**src/status_output_defines.svh**
```systemverilog
// constants of the servo status output mapper: parameter indices,
// reset values, hysteresis, polarity bit and timing counts.
// assumes a 50 MHz control clock.
// What this block does
// - each output has an 8-bit function select, range 00h-FFh, reset 00h.
// - function codes pick alarm, ready, brake, motion and other sources.
// - normally-open code drives the output low while the source is true.
// - normally-close code is open code with bit 7 set; output driven high.
// - all three selects zero: master bits 16-18 drive outputs one to three.
// - positioning window 0-10000 command units, default 20.
// - done mode 0-4, default 1; mode 0 ignores command activity.
// - mode 1 needs no command; mode 2 also needs zero-speed flag.
// - mode 3 flag on only during the delay time after command stop.
// - mode 4 waits the delay after command stop, then evaluates.
// - delay 0-15000 ms, default 0; 0 keeps flag on until next command.
// - delay 1-15000, mode 4: flag off during delay, on after, off at next command.
// - zero-speed flag when speed below threshold 1-2000 rpm, default 50.
// - zero-speed compares magnitude only, same for both directions.
// - zero-speed uses a 10 rpm hysteresis band.
// - speed match flag when speed error below range 10-2000, default 50.
// - speed match turns on below range-10, off above range+10.
`ifndef STATUS_OUTPUT_DEFINES_SVH
`define STATUS_OUTPUT_DEFINES_SVH
`define IDX_OUT1_SEL      16'h2410
`define IDX_OUT2_SEL      16'h2411
`define IDX_OUT3_SEL      16'h2412
`define IDX_POS_WINDOW    16'h2431
`define IDX_POS_MODE      16'h2432
`define IDX_POS_DELAY     16'h2433
`define IDX_ZERO_THR      16'h2434
`define IDX_MATCH_RANGE   16'h2435
`define RST_SEL           8'h00
`define RST_POS_WINDOW    16'h0014
`define RST_POS_MODE      16'h0001
`define RST_POS_DELAY     16'h0000
`define RST_ZERO_THR      16'h0032
`define RST_MATCH_RANGE   16'h0032
`define HYST_RPM          16'h000A
`define POLARITY_BIT      7
`define CLK_HZ            50000000
`define DELAY_UNIT_MS     1
`define CYCLES_PER_MS     ((`CLK_HZ / 1000) * `DELAY_UNIT_MS)
`endif

```
**src/status_output_pkg.sv**
```systemverilog
// types of the servo status output mapper.
package status_output_pkg;
    typedef enum logic [7:0] {
        FN_MASTER   = 8'h00,
        FN_ALARM    = 8'h01,
        FN_READY    = 8'h02,
        FN_BRAKE    = 8'h03,
        FN_POS_DONE = 8'h04,
        FN_SPEED_REACHED_FLAG = 8'h05,
        FN_TORQUE   = 8'h06,
        FN_ZERO_SPD = 8'h07,
        FN_MATCH    = 8'h08,
        FN_POS_CMD  = 8'h0B,
        FN_VEL_LIM  = 8'h0D,
        FN_VEL_CMD  = 8'h0F,
        FN_SERVO_ST = 8'h12,
        FN_COMPARE  = 8'h14,
        FN_HOMED    = 8'h22
    } func_code_t;
    typedef enum logic [1:0] {
        PD_MOVING  = 2'b00,
        PD_WAIT    = 2'b01,
        PD_EXPIRED = 2'b10
    } pd_state_t;
    // status inputs produced elsewhere in the drive
    typedef struct packed {
        logic alarm_flag;
        logic servo_ready;
        logic brake_released_flag;
        logic speed_reached_flag;
        logic torque_limit_flag;
        logic vel_limit;
        logic vel_cmd_active;
        logic servo_state_flag;
        logic position_compare_flag;
        logic homing_done;
    } ext_flags_t;
    // parameter write port, one index per cycle
    typedef struct packed {
        logic        wr;
        logic [15:0] index;
        logic [15:0] data;
    } param_wr_t;
endpackage

```
**src/servo_status_output_mapper.sv**
```systemverilog
// status output mapper: builds motion flags and routes them to 3 outputs.
// assumes speeds in signed rpm, deviation as magnitude in command units,
// and a parameter write port already decoded from the object dictionary.
`timescale 1ns/100ps
`default_nettype none
`include "status_output_defines.svh"
module servo_status_output_mapper #(
    parameter int CYCLES_PER_MS = `CYCLES_PER_MS
) (
    input  wire logic                           i_clk,
    input  wire logic                           i_sys_rst,
    input  wire status_output_pkg::param_wr_t   i_param,
    output logic [15:0]                         o_param_rdata,
    input  wire logic [15:0]                    i_param_rindex,
    input  wire status_output_pkg::ext_flags_t  i_flags,
    input  wire logic                           i_pos_cmd_active,
    input  wire logic [31:0]                    i_pos_deviation,
    input  wire logic signed [15:0]             i_speed_actual,
    input  wire logic signed [15:0]             i_speed_command,
    input  wire logic [2:0]                     i_master_outputs,
    output logic                                o_zero_speed_detect_flag,
    output logic                                o_speed_match_flag,
    output logic                                o_positioning_done_flag,
    output logic [2:0]                          o_outputs
);
    import status_output_pkg::*;

    // a zero divider would never count a millisecond
    if (CYCLES_PER_MS < 1) begin : g_bad_cycles
        $error("CYCLES_PER_MS must be at least 1");
    end

    logic [7:0]  out_sel [3];
    logic [15:0] positioning_window;
    logic [15:0] positioning_done_mode;
    logic [15:0] positioning_done_delay;
    logic [15:0] zero_speed_threshold;
    logic [15:0] speed_match_range;

    function automatic logic [15:0] abs16(input logic signed [16:0] v);
        logic signed [16:0] a;
        a = (v < 0) ? -v : v;
        return (a > 17'sd65535) ? 16'hFFFF : a[15:0];
    endfunction

    function automatic logic [16:0] lo_edge(input logic [15:0] t);
        return (t > `HYST_RPM) ? {1'b0, t - `HYST_RPM} : 17'h0_0000;
    endfunction

    function automatic logic [16:0] hi_edge(input logic [15:0] t);
        return {1'b0, t} + {1'b0, `HYST_RPM};
    endfunction

    // writes apply on the next edge, no disable needed
    always_ff @(posedge i_clk) begin
        if (i_sys_rst) begin
            out_sel[0]             <= `RST_SEL;
            out_sel[1]             <= `RST_SEL;
            out_sel[2]             <= `RST_SEL;
            positioning_window     <= `RST_POS_WINDOW;
            positioning_done_mode  <= `RST_POS_MODE;
            positioning_done_delay <= `RST_POS_DELAY;
            zero_speed_threshold   <= `RST_ZERO_THR;
            speed_match_range      <= `RST_MATCH_RANGE;
        end else if (i_param.wr) begin
            unique case (i_param.index)
                `IDX_OUT1_SEL:    out_sel[0] <= i_param.data[7:0];
                `IDX_OUT2_SEL:    out_sel[1] <= i_param.data[7:0];
                `IDX_OUT3_SEL:    out_sel[2] <= i_param.data[7:0];
                `IDX_POS_WINDOW:  positioning_window <= i_param.data;
                `IDX_POS_MODE:    positioning_done_mode <= i_param.data;
                `IDX_POS_DELAY:   positioning_done_delay <= i_param.data;
                `IDX_ZERO_THR:    zero_speed_threshold <= i_param.data;
                `IDX_MATCH_RANGE: speed_match_range <= i_param.data;
                default: ;
            endcase
        end
    end

    always_ff @(posedge i_clk) begin
        if (i_sys_rst) begin
            o_param_rdata <= 16'h0000;
        end else begin
            unique case (i_param_rindex)
                `IDX_OUT1_SEL:    o_param_rdata <= {8'h00, out_sel[0]};
                `IDX_OUT2_SEL:    o_param_rdata <= {8'h00, out_sel[1]};
                `IDX_OUT3_SEL:    o_param_rdata <= {8'h00, out_sel[2]};
                `IDX_POS_WINDOW:  o_param_rdata <= positioning_window;
                `IDX_POS_MODE:    o_param_rdata <= positioning_done_mode;
                `IDX_POS_DELAY:   o_param_rdata <= positioning_done_delay;
                `IDX_ZERO_THR:    o_param_rdata <= zero_speed_threshold;
                `IDX_MATCH_RANGE: o_param_rdata <= speed_match_range;
                default:          o_param_rdata <= 16'h0000;
            endcase
        end
    end

    // zero-speed: magnitude with hysteresis, so no chatter at the edge
    logic [15:0] speed_mag;
    logic [15:0] match_err;
    assign speed_mag = abs16({i_speed_actual[15], i_speed_actual});
    assign match_err = abs16({i_speed_command[15], i_speed_command}
                             - {i_speed_actual[15], i_speed_actual});

    always_ff @(posedge i_clk) begin
        if (i_sys_rst) begin
            o_zero_speed_detect_flag <= 1'b0;
        end else if ({1'b0, speed_mag} < lo_edge(zero_speed_threshold)) begin
            o_zero_speed_detect_flag <= 1'b1;
        end else if ({1'b0, speed_mag}
                     > hi_edge(zero_speed_threshold)) begin
            o_zero_speed_detect_flag <= 1'b0;
        end
    end

    always_ff @(posedge i_clk) begin
        if (i_sys_rst) begin
            o_speed_match_flag <= 1'b0;
        end else if ({1'b0, match_err} < lo_edge(speed_match_range)) begin
            o_speed_match_flag <= 1'b1;
        end else if ({1'b0, match_err}
                     > hi_edge(speed_match_range)) begin
            o_speed_match_flag <= 1'b0;
        end
    end

    // positioning delay timer, restarted by each new position command
    pd_state_t   pd_state;
    logic [31:0] ms_div;
    logic [15:0] ms_count;
    always_ff @(posedge i_clk) begin
        if (i_sys_rst || i_pos_cmd_active) begin
            pd_state <= PD_MOVING;
            ms_div   <= 32'h0000_0000;
            ms_count <= 16'h0000;
        end else begin
            unique case (pd_state)
                PD_MOVING: pd_state <= PD_WAIT;
                PD_WAIT: begin
                    if (ms_count >= positioning_done_delay) begin
                        pd_state <= PD_EXPIRED;
                    end else if (ms_div == 32'(CYCLES_PER_MS - 1)) begin
                        ms_div   <= 32'h0000_0000;
                        ms_count <= ms_count + 16'h0001;
                    end else begin
                        ms_div <= ms_div + 32'h0000_0001;
                    end
                end
                PD_EXPIRED: pd_state <= PD_EXPIRED;
                default: pd_state <= PD_MOVING;
            endcase
        end
    end

    logic in_window;
    logic idle;
    logic delay_zero;
    logic next_pos_done;
    assign in_window  = i_pos_deviation < {16'h0000, positioning_window};
    assign idle       = !i_pos_cmd_active;
    assign delay_zero = positioning_done_delay == 16'h0000;

    always_comb begin
        unique case (positioning_done_mode[2:0])
            3'd0: next_pos_done = in_window;
            3'd1: next_pos_done = idle && in_window;
            3'd2: next_pos_done = idle && in_window
                                  && o_zero_speed_detect_flag;
            // on only inside the delay window; 0 means until next command
            3'd3: next_pos_done = idle && in_window
                                  && (delay_zero
                                      || pd_state != PD_EXPIRED);
            3'd4: next_pos_done = idle && in_window
                                  && (delay_zero
                                      || pd_state == PD_EXPIRED);
            default: next_pos_done = 1'b0;
        endcase
    end

    always_ff @(posedge i_clk) begin
        if (i_sys_rst) begin
            o_positioning_done_flag <= 1'b0;
        end else begin
            o_positioning_done_flag <= next_pos_done;
        end
    end

    // unlisted codes (software's fault) select nothing: source false
    function automatic logic source_of(input logic [6:0] code);
        unique case ({1'b0, code})
            FN_ALARM:    return i_flags.alarm_flag;
            FN_READY:    return i_flags.servo_ready;
            FN_BRAKE:    return i_flags.brake_released_flag;
            FN_POS_DONE: return o_positioning_done_flag;
            FN_SPEED_REACHED_FLAG: return i_flags.speed_reached_flag;
            FN_TORQUE:   return i_flags.torque_limit_flag;
            FN_ZERO_SPD: return o_zero_speed_detect_flag;
            FN_MATCH:    return o_speed_match_flag;
            FN_POS_CMD:  return i_pos_cmd_active;
            FN_VEL_LIM:  return i_flags.vel_limit;
            FN_VEL_CMD:  return i_flags.vel_cmd_active;
            FN_SERVO_ST: return i_flags.servo_state_flag;
            FN_COMPARE:  return i_flags.position_compare_flag;
            FN_HOMED:    return i_flags.homing_done;
            default:     return 1'b0;
        endcase
    endfunction

    logic all_master;
    assign all_master = (out_sel[0] == 8'h00) && (out_sel[1] == 8'h00)
                        && (out_sel[2] == 8'h00);

    always_ff @(posedge i_clk) begin
        if (i_sys_rst) begin
            o_outputs <= 3'b000;
        end else if (all_master) begin
            o_outputs <= i_master_outputs;
        end else begin
            for (int i = 0; i < 3; i++) begin
                if (out_sel[i][`POLARITY_BIT]) begin
                    o_outputs[i] <= source_of(out_sel[i][6:0]);
                end else begin
                    o_outputs[i] <= !source_of(out_sel[i][6:0]);
                end
            end
        end
    end

    a_master_passthru: assert property (
        @(posedge i_clk) disable iff (i_sys_rst)
        all_master |=> o_outputs == $past(i_master_outputs))
        else $error("master outputs not passed through");
    a_open_active_low: assert property (
        @(posedge i_clk) disable iff (i_sys_rst)
        (!all_master && out_sel[0] == 8'h07 && o_zero_speed_detect_flag)
        |=> !o_outputs[0])
        else $error("open code output not low");
    a_close_active_hi: assert property (
        @(posedge i_clk) disable iff (i_sys_rst)
        (!all_master && out_sel[0] == 8'h87 && o_zero_speed_detect_flag)
        |=> o_outputs[0])
        else $error("close code output not high");
    a_zero_speed_set: assert property (
        @(posedge i_clk) disable iff (i_sys_rst)
        ({1'b0, speed_mag} < lo_edge(zero_speed_threshold))
        |=> o_zero_speed_detect_flag)
        else $error("zero speed flag not set");
    a_zero_speed_hold: assert property (
        @(posedge i_clk) disable iff (i_sys_rst)
        (o_zero_speed_detect_flag && speed_mag <= zero_speed_threshold)
        |=> o_zero_speed_detect_flag)
        else $error("zero speed flag dropped inside band");
    a_match_clear: assert property (
        @(posedge i_clk) disable iff (i_sys_rst)
        ({1'b0, match_err} > hi_edge(speed_match_range))
        |=> !o_speed_match_flag)
        else $error("speed match flag not cleared");
    a_mode0_window: assert property (
        @(posedge i_clk) disable iff (i_sys_rst)
        (positioning_done_mode == 16'h0000 && in_window)
        |=> o_positioning_done_flag)
        else $error("mode 0 flag not set in window");
    a_cmd_clears_done: assert property (
        @(posedge i_clk) disable iff (i_sys_rst)
        (positioning_done_mode == 16'h0001 && i_pos_cmd_active)
        |=> !o_positioning_done_flag)
        else $error("done flag on during command");
    a_param_write: assert property (
        @(posedge i_clk) disable iff (i_sys_rst)
        (i_param.wr && i_param.index == `IDX_POS_WINDOW)
        |=> positioning_window == $past(i_param.data))
        else $error("window write not applied");
    a_zero_speed_clear: assert property (
        @(posedge i_clk) disable iff (i_sys_rst)
        ({1'b0, speed_mag} > hi_edge(zero_speed_threshold))
        |=> !o_zero_speed_detect_flag)
        else $error("zero speed flag not cleared");
    a_match_set: assert property (
        @(posedge i_clk) disable iff (i_sys_rst)
        ({1'b0, match_err} < lo_edge(speed_match_range))
        |=> o_speed_match_flag)
        else $error("speed match flag not set");
    a_mode1_idle: assert property (
        @(posedge i_clk) disable iff (i_sys_rst)
        (positioning_done_mode == 16'h0001 && idle && in_window)
        |=> o_positioning_done_flag)
        else $error("mode 1 flag not set when idle");
    a_mode2_zero: assert property (
        @(posedge i_clk) disable iff (i_sys_rst)
        (positioning_done_mode == 16'h0002 && !o_zero_speed_detect_flag)
        |=> !o_positioning_done_flag)
        else $error("mode 2 flag on without zero speed");
    a_mode3_expired: assert property (
        @(posedge i_clk) disable iff (i_sys_rst)
        (positioning_done_mode == 16'h0003 && !delay_zero
         && pd_state == PD_EXPIRED)
        |=> !o_positioning_done_flag)
        else $error("mode 3 flag on after delay");
    a_mode4_wait: assert property (
        @(posedge i_clk) disable iff (i_sys_rst)
        (positioning_done_mode == 16'h0004 && !delay_zero
         && pd_state != PD_EXPIRED)
        |=> !o_positioning_done_flag)
        else $error("mode 4 flag on during delay");
    a_delay_zero_hold: assert property (
        @(posedge i_clk) disable iff (i_sys_rst)
        (positioning_done_mode == 16'h0004 && delay_zero && idle
         && in_window)
        |=> o_positioning_done_flag)
        else $error("zero delay flag not held on");
    a_outside_window: assert property (
        @(posedge i_clk) disable iff (i_sys_rst)
        !in_window |=> !o_positioning_done_flag)
        else $error("done flag on outside window");
endmodule // servo_status_output_mapper
`default_nettype wire

```
**config.mk**
```make
export PLATFORM = sky130hd
export DESIGN_NAME = servo_status_output_mapper
export DESIGN_NICKNAME = d
export VERILOG_FILES = /design/src/status_output_pkg.sv /design/src/servo_status_output_mapper.sv
export VERILOG_INCLUDE_DIRS = /design/src
export SDC_FILE = /design/constraint.sdc
export NUM_CORES = 1
export LEC_CHECK = 0
export ABC_CLOCK_PERIOD_IN_PS = 12200
export BUFFER_PORTS_ARGS = -buffer_cell sky130_fd_sc_hd__buf_4
export CAP_MARGIN = 10
export CORE_UTILIZATION = 50
export CTS_BUF_LIST = sky130_fd_sc_hd__clkbuf_8
export DETAILED_ROUTE_END_ITERATION = 8
export PLACE_DENSITY_LB_ADDON = 0.05
export SKIP_LAST_GASP = 1
export SLEW_MARGIN = 10
export SYNTH_ARGS = -nofsm -noshare
export SYNTH_HDL_FRONTEND = slang
export SYNTH_SLANG_ARGS = --single-unit
```
**constraint.sdc**
```tcl
create_clock -name i_clk -period 12.2 [get_ports i_clk]
set_input_delay 0.61 -clock i_clk [delete_from_list [all_inputs] [get_ports i_clk]]
set_output_delay 0.61 -clock i_clk [all_outputs]
set_load 0.005 [all_outputs]
```
==> results of run 1 <==
-- through the flow --
| step | hold slack [ns] | setup slack [ns] |
|---|---|---|
| 2_1_floorplan | 0.4556 | 6.898 |
| 3_3_place_gp | 0.4722 | 6.386 |
| 3_5_place_dp | 0.4846 | 6.268 |
| 4_1_cts | 0.3770 | 6.756 |
| 5_1_grt | 0.3797 | 6.270 |
| 6_report | 0.3896 | 6.728 |
-- synth_stat cells (4+ instances only) --
cell	n	share of area, %
and2_1	13	0.62
clkbuf_1	72	2.1
or4_1	19	1.1
a221oi_1	8	0.54
and4_1	6	0.40
o211ai_1	7	0.40
buf_2	6	0.23
nor3_1	30	1.2
nor3b_1	10	0.58
nor2b_1	13	0.62
edfxtp_1	24	5.5
nor4_1	50	2.4
mux2_2	6	0.52
o2111ai_1	6	0.40
or3_1	25	1.2
nor2_1	173	5.0
xnor2_1	67	4.5
nand2_1	124	3.6
a31oi_1	31	1.5
o21ai_0	57	2.2
a22oi_1	32	1.8
a21o_1	28	1.6
nand3_1	40	1.5
ha_1	118	11
and3_1	12	0.58
mux2i_1	93	7.1
o41ai_1	8	0.54
a22o_1	9	0.60
o21a_1	10	0.58
a211oi_1	4	0.23
o31ai_1	13	0.75
nand2b_1	14	0.67
dfxtp_1	152	23
nand4b_1	6	0.40
inv_1	83	2.4
a2111oi_0	4	0.27
xor2_1	43	2.9
nand3b_1	8	0.46
o22ai_1	4	0.19
a21oi_1	64	2.5
nand4_1	43	2.1
-- sequential cells by signal, indices dropped and copies added, names as in the netlist --
signal                    cells
ms_count                     16
ms_div                       32
o_outputs                     3
o_param_rdata                16
o_positioning_done_flag       1
o_speed_match_flag            1
o_zero_speed_detect_flag      1
out_sel                      24
pd_state                      2
positioning_done_delay       16
positioning_done_mode        16
positioning_window           16
speed_match_range            16
zero_speed_threshold         16
-- power groups by stage --
stage / Combinational (W) / Sequential (W) / Clock (W)
6_report: 0.000312 / 0.000609 / 0.000405
5_1_grt: 0.000351 / 0.000610 / 0.000432
4_1_cts: 0.000309 / 0.000609 / 0.000410
3_5_place_dp: 0.000307 / 0.000622 / 0
3_3_place_gp: 0.000304 / 0.000622 / 0
2_1_floorplan: 0.000207 / 0.000613 / 0
-- cells in the final DEF, fill, tap and decap left out, types with 7 or more instances in the layout --
cell      Yosys  layout
nor2_1      173     171
buf_4         0     164
dfxtp_1     152     152
nand2_1     124     124
ha_1        118     118
mux2i_1      93      93
inv_1        83      83
xnor2_1      67      67
a21oi_1      64      64
o21ai_0      57      57
nor4_1       50      50
xor2_1       43      43
nand4_1      43      43
nand3_1      40      40
a22oi_1      32      32
a31oi_1      31      31
nor3_1       30      29
a21o_1       28      28
or3_1        25      25
edfxtp_1     24      24
or4_1        19      19
clkbuf_8      0      18
nand2b_1     14      14
nor2b_1      13      13
and2_1       13      13
and3_1       12      12
o31ai_1      13      12
o21a_1       10      10
nor3b_1      10      10
a22o_1        9       9
o41ai_1       8       8
nand3b_1      8       8
a221oi_1      8       8
o211ai_1      7       7
-- cell type report --
type,count,area [um2],area share [%]
Multi-Input combinational cell,1246,8670,58.67
Sequential cell,176,3764,25.47
Timing Repair Buffer,164,1231,8.332
Tap cell,330,412.9,2.794
Inverter,83,311.5,2.108
Clock buffer,18,247.7,1.677
Clock inverter,14,140.1,0.9483
-- worst max-delay path by stage --
stage                       start                              end  slack, ns
2_1_floorplan  i_speed_command[0]  o_speed_match_flag$_SDFFE_PP0P_       6.90
3_3_place_gp    i_speed_actual[0]  o_speed_match_flag$_SDFFE_PP0P_       6.39
6_report        i_speed_actual[0]  o_speed_match_flag$_SDFFE_PP0P_       6.73
3_5_place_dp    i_speed_actual[0]  o_speed_match_flag$_SDFFE_PP0P_       6.27
5_1_grt         i_speed_actual[7]  o_speed_match_flag$_SDFFE_PP0P_       6.27
4_1_cts         i_speed_actual[0]  o_speed_match_flag$_SDFFE_PP0P_       6.76
-- kinds of logic after synthesis --
group	synth area share [%]
fa+ha+maj	11.47
xor+xnor	7.383
buf+inv	4.833
flops	28.84
simple gates	23.80
compound gates	16.02
mux	7.652
-- layer usage --
metal	up-vias	track usage (%)	part of all wire (%)
li1	6014	-	-
met2	343	43.57	45
met5	-	0	0
met4	0	7.407	1.8
met1	5797	39.08	48
met3	43	4.495	5.6
-- worst register-to-register path, stage by stage, from the launching register on --
cell	delay (ns)
dfxtp_1	0.53
ha_1	0.30
nor2_1	0.07
nor3b_1	0.60
nand3_1	0.18
xor2_1	0.18
ha_1	0.31
nand4_1	0.13
or4_1	0.52
a31o_2	0.26
or4_1	0.39
or3_1	0.31
o2111ai_1	0.11
o211ai_1	0.12
o311ai_0	0.13
==> results.tsv, run 1 <==
metric	value	unit
status	finished clean	
hold_end	o_outputs[2]$_SDFF_PP0_	
post-cts-setup-buffers	0	
cts_sinks	176	
worst_pin_slew	1.194	ns
layout-drive-gt1-share	12.76	%
rrSetupSlack	7.96	ns
endpoint_kind	register	
seq_area_frac_synth	28.84	%
required	12.57	ns
boundaryPins	151	
internal_power	0.0008920	W
cts-buffers-inserted	17	
cts.path.max_buffers	2	
cts_hold_buf	0	
critical-path-max-stage-delay	0.56	ns
rsz0062_at_grt	false	
hold_depth	2	
port_buffers	150	
crit_fanout	5	
cts-htree-levels	4	
relSlewSlack	20.31	%
path_clk_slew	0.10	ns
yosys_warnings	0	
seq_power_share	45.9	%
min_period_over_period	44.86	%
synth_nets	1834	
design_area	14780	um2
hold_violations	0	
reg2reg_to	o_speed_match_flag$_SDFFE_PP0P_	
die_h	163.5	um
antenna_found_initial	0	
fmax	182.7	MHz
grt_pass1_wl	58300	um
total_power	0.001325	W
grt_pass1_vias	11098	
crit_slowest_cell	a311oi_1	
core	25400	um2
grt_usage	27.73	%
power_switching	0.0004334	W
initial_utilization	51.37	%
wl	37180	um
gp_congestion	0.8803	
crit_chain	buf_4 > ha_1 > fa_1 > nand2b_1 > a21oi_1 > nor4_1 > a311oi_1 > and4_1 > nand3_1 > o41ai_1 > xnor2_1 > ha_1 > nand3_1 > or4_1 > a31o_2 > or4_1 > or3_1 > o2111ai_1 > o211ai_1 > o311ai_0	
r2r-start	speed_match_range[1]$_SDFFE_PP1P_	
drv_slew	0	
tritoncts	done	
yosys.cell_types.count	73	
sw_frac_of_total	32.70	%
worstRegToRegCells	14	
synthFlopType	dfxtp_1	
avgSynthCellArea	8.227	um2
leakage	5.816	nW
hold_path_class	in -> reg	
setup-tns-final	0	ns
critPathKind	in -> reg	
cts_resized	0	
area_growth	13.24	%
grt_remaining_overflow	0	
clkLatencyLatePin	0.48	ns
async_flop_share	0	%
finClkSkew	0.02316	ns
powerDensity	89.70	nW/um2
std_cell_rows	58	
drt_iter0_drc	1059	
crit_family	simple AND/OR/NAND/NOR gates	
dp_hpwl	28800	um
vias	12197	
grt_max_degree	50	
diodes	0	
fin_cells	2031	
finalSetupViolCount	0	
fin_nets	1936	
critPathBufInv	1	
drt_pre_antenna_iters	5	
hp-start	i_master_outputs[2]	
cp_num_cells	20	
n_fill_cell	2393	
clkPwrFrac	30.6	%
postRouteAntennaNets	0	
placed_area	14390	um2
max_cap_violations	0	
min_period	5.472	ns
cts_root_buf	clkbuf_8	
post-route-util	58.18	%
ir_drop	0.00006700	V
startpoint_type	input pin	
combPwrFrac	23.5	%
die_width	163.5	um
place_inst	1999	
wire_per_inst	18.31	um
vias_per_cell	6.005	
route.detailed.drc	0	
netlist_area	13050	um2
synth_cells	1586	
ys_ff_latch	176	
synth_enable_flop_cells	24	
arrival	5.84	ns
dieArea	26750	um2
No activity file was read; power rests on OpenSTA's default activity.
==> inputs of run 2 (changes only) <==
ABC_AREA = 1   (was default)
ABC_CLOCK_PERIOD_IN_PS = 4900   (was 12200)
clock period = 4.9 ns   (was 12.2 ns; I/O delays follow)
==> results.tsv, run 2 <==
metric	value	unit	change
drt_pre_antenna_iters	6		+1
max_cap_violations	0		unchanged
min_period_over_period	74.23	%	
place_ws	1.036	ns	-5.232 ns
antenna_found_initial	1		+1
required	5.32	ns	-7.25 ns
ir_drop	0.0001463	V	+120%
cpMostUsedCell	a21oi_1		
reg2reg_to	o_zero_speed_detect_flag$_SDFFE_PP0P_		
arrival	4.05	ns	-1.79 ns
vias	13707		+12%
r2r-start	zero_speed_threshold[8]$_SDFFE_PP0P_		
tritoncts	done		
wire_per_inst	17.64	um	-3.7%
grt_pass1_wl	65230	um	+12%
largest_register	ms_div		
cts_sinks	176		unchanged
crit_slowest_cell	nand4_1		
dp_hpwl	34490	um	+20%
drt_iter0_drc	1303		+23%
synth_cells	1921		+21%
worstRegToRegCells	12		-2
cts-buffers-inserted	17		unchanged
synth_nets	2169		+18%
boundaryPins	151		unchanged
area_growth	14.25	%	
post-route-util	58.23	%	about the same
synth.area.top_cells	dfxtp_1 23%, ha_1 11%, nand2_1 9.1%		
critPathKind	reg -> reg		
rsz0062_at_grt	false		
port_buffers	150		unchanged
drv_slew	0		unchanged
gp_congestion	0.9495		+7.9%
reg_top3	ms_div x32, out_sel x24		
yosys_warnings	0		unchanged
grt_pass1_vias	12113		+9.1%
final_cell_mix	320 x nand2_1, 259 x inv_1, 182 x a21oi_1		
avgSynthCellArea	6.894	um2	-16%
critical-path-max-stage-delay	0.64	ns	+0.08 ns
seq_area_frac_synth	28.42	%	-0.43 points
setup_slack	1.263	ns	-5.465 ns
startpoint_type	register		
grt_remaining_overflow	0		unchanged
core	25980	um2	+2.3%
leakage	6.331	nW	+8.8%
wl	42400	um	+14%
post-synth-top-count-cell	nand2_1		
grt_usage	31.23	%	+3.5 points
cts_hold_buf	1		+1
initial_utilization	50.97	%	-0.41 points
holdWs	0.03296	ns	-0.3566 ns
finalSetupViolCount	0		unchanged
synthFlopType	dfxtp_1		
hold_violations	0		unchanged
setup-tns-final	0	ns	unchanged
placed_area	14690	um2	+2.1%
cp-endpoint	o_zero_speed_detect_flag$_SDFFE_PP0P_		
cts_root_buf	clkbuf_8		
ys_ff_latch	176		unchanged
cts-htree-levels	4		unchanged
vias_per_cell	5.702		-5.1%
endpoint_kind	register		
ys_top_cells_by_count	320 x nand2_1, 259 x inv_1, 182 x a21oi_1, 166 x nor2_1, 152 x dfxtp_1		
powerDensity	221.8	nW/um2	+150%
fmax	274.9	MHz	
finClkSkew	0.01926	ns	-0.003900 ns
route.detailed.drc	0		unchanged
path_clk_slew	0.12	ns	+0.02 ns
async_flop_share	0	%	unchanged
postRouteAntennaNets	0		unchanged
synth_top_area_cell	dfxtp_1		
die_h	164.8	um	+0.74%
cp-startpoint	zero_speed_threshold[8]$_SDFFE_PP0P_		
diodes	0		unchanged
crit_family	simple AND/OR/NAND/NOR gates		
hold_path_class	in -> reg		
clkLatencyLatePin	0.47	ns	about the same
fin_nets	2304		+19%
post-cts-setup-buffers	0		unchanged
synth_top_area_share	22.98	%	-0.34 points
netlist_area	13240	um2	+1.5%
cts_resized	0		unchanged
layout-drive-gt1-share	10.73	%	-2.0 points
worst_pin_slew	1.184	ns	-0.01014 ns
relSlewSlack	20.85	%	+0.54 points
yosys.cell_types.count	55		-25%
rrSetupSlack	1.26	ns	-6.70 ns
crit_fanout	16		+11
cp_num_cells	12		-40%
status	finished clean		
std_cell_rows	59		+1.7%
cts.path.max_buffers	2		unchanged
largest_reg_flops	32		unchanged
crit_chain	inv_1 > nand2_1 > nor3_1 > nand4_1 > nand3_1 > ha_1 > a21oi_1 > nand3b_1 > a21oi_1 > a2111oi_0 > nand2_1 > a21oi_1		
synth_enable_flop_cells	24		unchanged
dieArea	27140	um2	+1.5%
grt_max_degree	46		-8.0%
design_area	15130	um2	+2.4%
final_common_cell	nand2_1		
die_width	164.8	um	+0.74%
min_period	3.637	ns	
critPathBufInv	1		unchanged
-- run 2: cell types whose count changed after synthesis, moves of 52 or more --
cell,before,now
a21oi_1,64,182
inv_1,83,259
o21ai_0,57,118
xnor2_1,67,15
nand2_1,124,320
mux2i_1,93,0
nand3_1,40,122
-- run 2: tightest hold or removal path, stage by stage --
cell	delay (ns)
buf_4	0.11
nand2_1	0.05
o211ai_1	0.06
-- run 2: metal layers --
metal | track usage, % | vias to the layer above | part of all wire [%]
li1 | - | 6867 | -
met1 | 44.83 | 6276 | 47
met5 | 0 | - | 0.028
met4 | 6.964 | 2 | 1.6
met2 | 49.05 | 510 | 44
met3 | 4.671 | 52 | 7.8
-- run 2: power breakdown --
group	switching (W)	internal (W)	leakage (nW)
Combinational	0.000459	0.000316	4.66
Clock	0.000636	0.000439	0.213
Sequential	0.0000293	0.00148	1.45
-- run 2: final cells by class --
type	count	area [um2]
Fill cell	2565	10850
Multi-Input combinational cell	1432	8307
Sequential cell	176	3764
Timing Repair Buffer	161	1211
Inverter	268	1006
Tap cell	335	419.2
Clock buffer	17	234.0
Clock inverter	15	190.2
-- run 2: logic make-up (layout without fill, tap and decap cells) --
group                      count (synthesis)  in the layout  share of synthesized area (%)
xor gates and xnor gates                  87             87                          5.810
adders and majority gates                119            119                          11.30
AOI/OAI and AO/OA                        416            416                          18.01
buffers and inverters                    313            461                          8.956
and+or+nand+nor                          810            810                          27.51
DFF                                      176            176                          28.42
-- run 2: worst min path at each step --
stage                                  from                                     to  cells after the start  slack [ns]
finish                           i_param[0]  positioning_done_mode[0]$_SDFFE_PP1P_                      3        0.03
global route                     i_param[0]  positioning_done_mode[0]$_SDFFE_PP1P_                      3        0.03
CTS                              i_param[0]  positioning_done_mode[0]$_SDFFE_PP1P_                      3        0.01
detailed placement  ms_div[31]$_SDFFE_PP0P_                ms_div[31]$_SDFFE_PP0P_                      2        0.48
global placement    ms_div[31]$_SDFFE_PP0P_                ms_div[31]$_SDFFE_PP0P_                      2        0.47
floorplan                        i_param[0]  positioning_done_mode[0]$_SDFFE_PP1P_                      2        0.38
-- run 2: metrics by stage --
| step | power, W | std cells |
|---|---|---|
| 2_1_floorplan | 0.002031 | 1921 |
| 3_3_place_gp | 0.002298 | 2371 |
| 3_5_place_dp | 0.002306 | 2371 |
| 4_1_cts | 0.003367 | 2404 |
| 5_1_grt | 0.003531 | 2404 |
| 6_report | 0.003357 | 2404 |
==> inputs of run 3 (changes only) <==
ABC_AREA = 0   (was 1)
ABC_CLOCK_PERIOD_IN_PS = 3090   (was 4900)
clock period = 3.09 ns   (was 4.9 ns; I/O delays follow)
==> results.tsv, run 3 (synthesis results as in run 1) <==
metric	value	unit	change
min_period_over_period	131.3	%	
layout-drive-gt1-share	24.70	%	+14 points
arrival	4.44	ns	+0.39 ns
drt_iter0_drc	990		-24%
place_ws	-1.530	ns	-2.566 ns
finClkSkew	0.02679	ns	+0.007536 ns
cts.path.max_buffers	2		unchanged
place_inst	2203		-7.1%
worstRegToRegCells	13		+1
core	25400	um2	-2.3%
drt_pre_antenna_iters	7		+1
leakage	7.056	nW	+11%
grt_max_degree	60		+30%
required	3.47	ns	-1.85 ns
critPathBufInv	2		+1
finalSetupViolCount	1		+1
max_cap_violations	0		unchanged
route.detailed.drc	0		unchanged
fin_nets	2170		-5.8%
cts-buffers-inserted	17		unchanged
startpoint_type	input pin		
dieArea	26750	um2	-1.5%
wire_per_inst	17.20	um	-2.5%
die_width	163.5	um	-0.73%
hold_end	speed_match_range[3]$_SDFFE_PP0P_		
gp_congestion	0.9083		-4.3%
rrSetupSlack	-0.41	ns	-1.67 ns
cts_sinks	176		unchanged
initial_utilization	51.37	%	+0.41 points
die_h	163.5	um	-0.73%
hold_path_class	in -> reg		
hold_depth	3		unchanged
cts-htree-levels	4		unchanged
placed_area	16020	um2	+9.0%
path_clk_slew	0.11	ns	about the same
crit_slowest_cell	or4_1		
final_common_cell	buf_4		
boundaryPins	151		unchanged
min_period	4.058	ns	
dp_hpwl	30380	um	-12%
vias_per_cell	5.777		+1.3%
reg_top3	ms_div x32, out_sel x24		
grt_pass1_vias	12180		+0.55%
worst_pin_slew	0.7266	ns	-0.4573 ns
ir_drop	0.0003133	V	+110%
setup_slack	-0.9677	ns	-2.230 ns
cts_root_buf	clkbuf_8		
area_growth	29.81	%	
postRouteAntennaNets	0		unchanged
antenna_found_initial	0		-1
critPathKind	in -> reg		
clkLatencyLatePin	0.47	ns	about the same
critical-path-max-stage-delay	0.40	ns	-0.24 ns
endpoint_kind	register		
rsz0062_at_grt	true		
holdWs	0.04458	ns	+0.01162 ns
fin_cells	2265		-5.8%
port_buffers	150		unchanged
hp-start	i_param[3]		
tritoncts	done		
seq_area	3767	um2	about the same
r2r-start	speed_match_range[7]$_SDFFE_PP0P_		
status	finished, violations left		
reg2reg_to	o_speed_match_flag$_SDFFE_PP0P_		
violations	setup timing		
final_cell_mix	379 x buf_4, 169 x nor2_1, 149 x dfxtp_1		
std_cell_rows	58		-1.7%
vias	13086		-4.5%
largest_reg_flops	32		unchanged
hold_violations	0		unchanged
largest_register	ms_div		
drv_slew	0		unchanged
grt_remaining_overflow	0		unchanged
wl	38950	um	-8.1%
fmax	246.4	MHz	
relSlewSlack	51.11	%	+30 points
multi_input_area	8960	um2	+7.9%
grt_pass1_wl	61720	um	-5.4%
n_fill_cell	2196		-14%
powerDensity	342.3	nW/um2	+54%
design_area	16940	um2	+12%
setup-tns-final	-0.9677	ns	-0.9677 ns
grt_usage	29.07	%	-2.2 points
diodes	0		unchanged
crit_family	simple AND/OR/NAND/NOR gates		
crit_fanout	4		-12
crit_chain	buf_4 > ha_4 > fa_2 > nand2b_4 > a21oi_4 > o2111ai_2 > nand2_2 > mux2i_1 > nand4_1 > buf_4 > o31ai_1 > xnor2_1 > ha_1 > nand3_2 > or4_1 > a31o_2 > or4_1 > or3_1 > o2111ai_2 > o211ai_1 > o311ai_1		
[run 3: report_power, final]
group | total [W] | internal (W) | switching, W | leakage (nW)
sequential | 0.00240 | 0.00234 | 0.0000604 | 1.45
clock | 0.00170 | 0.000706 | 0.000996 | 0.219
combinational | 0.00169 | 0.000898 | 0.000792 | 5.38
[run 3: final cells by class]
type / instances / share of cell area [%]
Clock buffer: 17 / 1.381
Clock inverter: 15 / 1.226
Inverter: 83 / 1.839
Multi-Input combinational cell: 1246 / 52.90
Sequential cell: 176 / 22.24
Tap cell: 330 / 2.438
Timing Repair Buffer: 398 / 17.98
[run 3: through the flow]
step | total power [W] | utilization [%]
final | 0.005798 | 66.69
after global placement | 0.003954 | 63.05
after detailed placement | 0.003983 | 63.05
after global routing | 0.006090 | 66.69
after CTS | 0.005736 | 65.86
after floorplan | 0.003261 | -
[run 3: tightest hold or removal path, delay by kind of cell]
family | cells | cell delay, ns
buf+inv | 1 | 0.16
mux | 1 | 0.09
simple gates | 1 | 0.08
[run 3: worst max path at each step]
stage | from | endpoint | cells past startpoint
after detailed placement | i_speed_actual[0] | o_speed_match_flag$_SDFFE_PP0P_ | 20
final | i_speed_actual[0] | o_speed_match_flag$_SDFFE_PP0P_ | 21
after global placement | i_speed_actual[0] | o_speed_match_flag$_SDFFE_PP0P_ | 20
after CTS | i_speed_actual[0] | o_speed_match_flag$_SDFFE_PP0P_ | 20
after global routing | i_speed_actual[0] | o_speed_match_flag$_SDFFE_PP0P_ | 21
after floorplan | i_speed_command[0] | o_speed_match_flag$_SDFFE_PP0P_ | 20
[run 3: what timing repair did]
item / CTS / global route
setup endpoints to repair: 2 / 17
gates resized for setup: 12 / 29
hold endpoints to repair: 60 / 0
hold buffers: 18 / 0
pin swaps: 19 / 18
setup buffers: 6 / 6
[run 3: per-layer routing]
metal	wire length, um	global-route usage (%)	vias up
met5	0	0	-
met4	488	6.313	0
met3	2257	4.596	38
met2	17890	47.46	359
met1	18310	40.12	6219
li1	-	-	6470
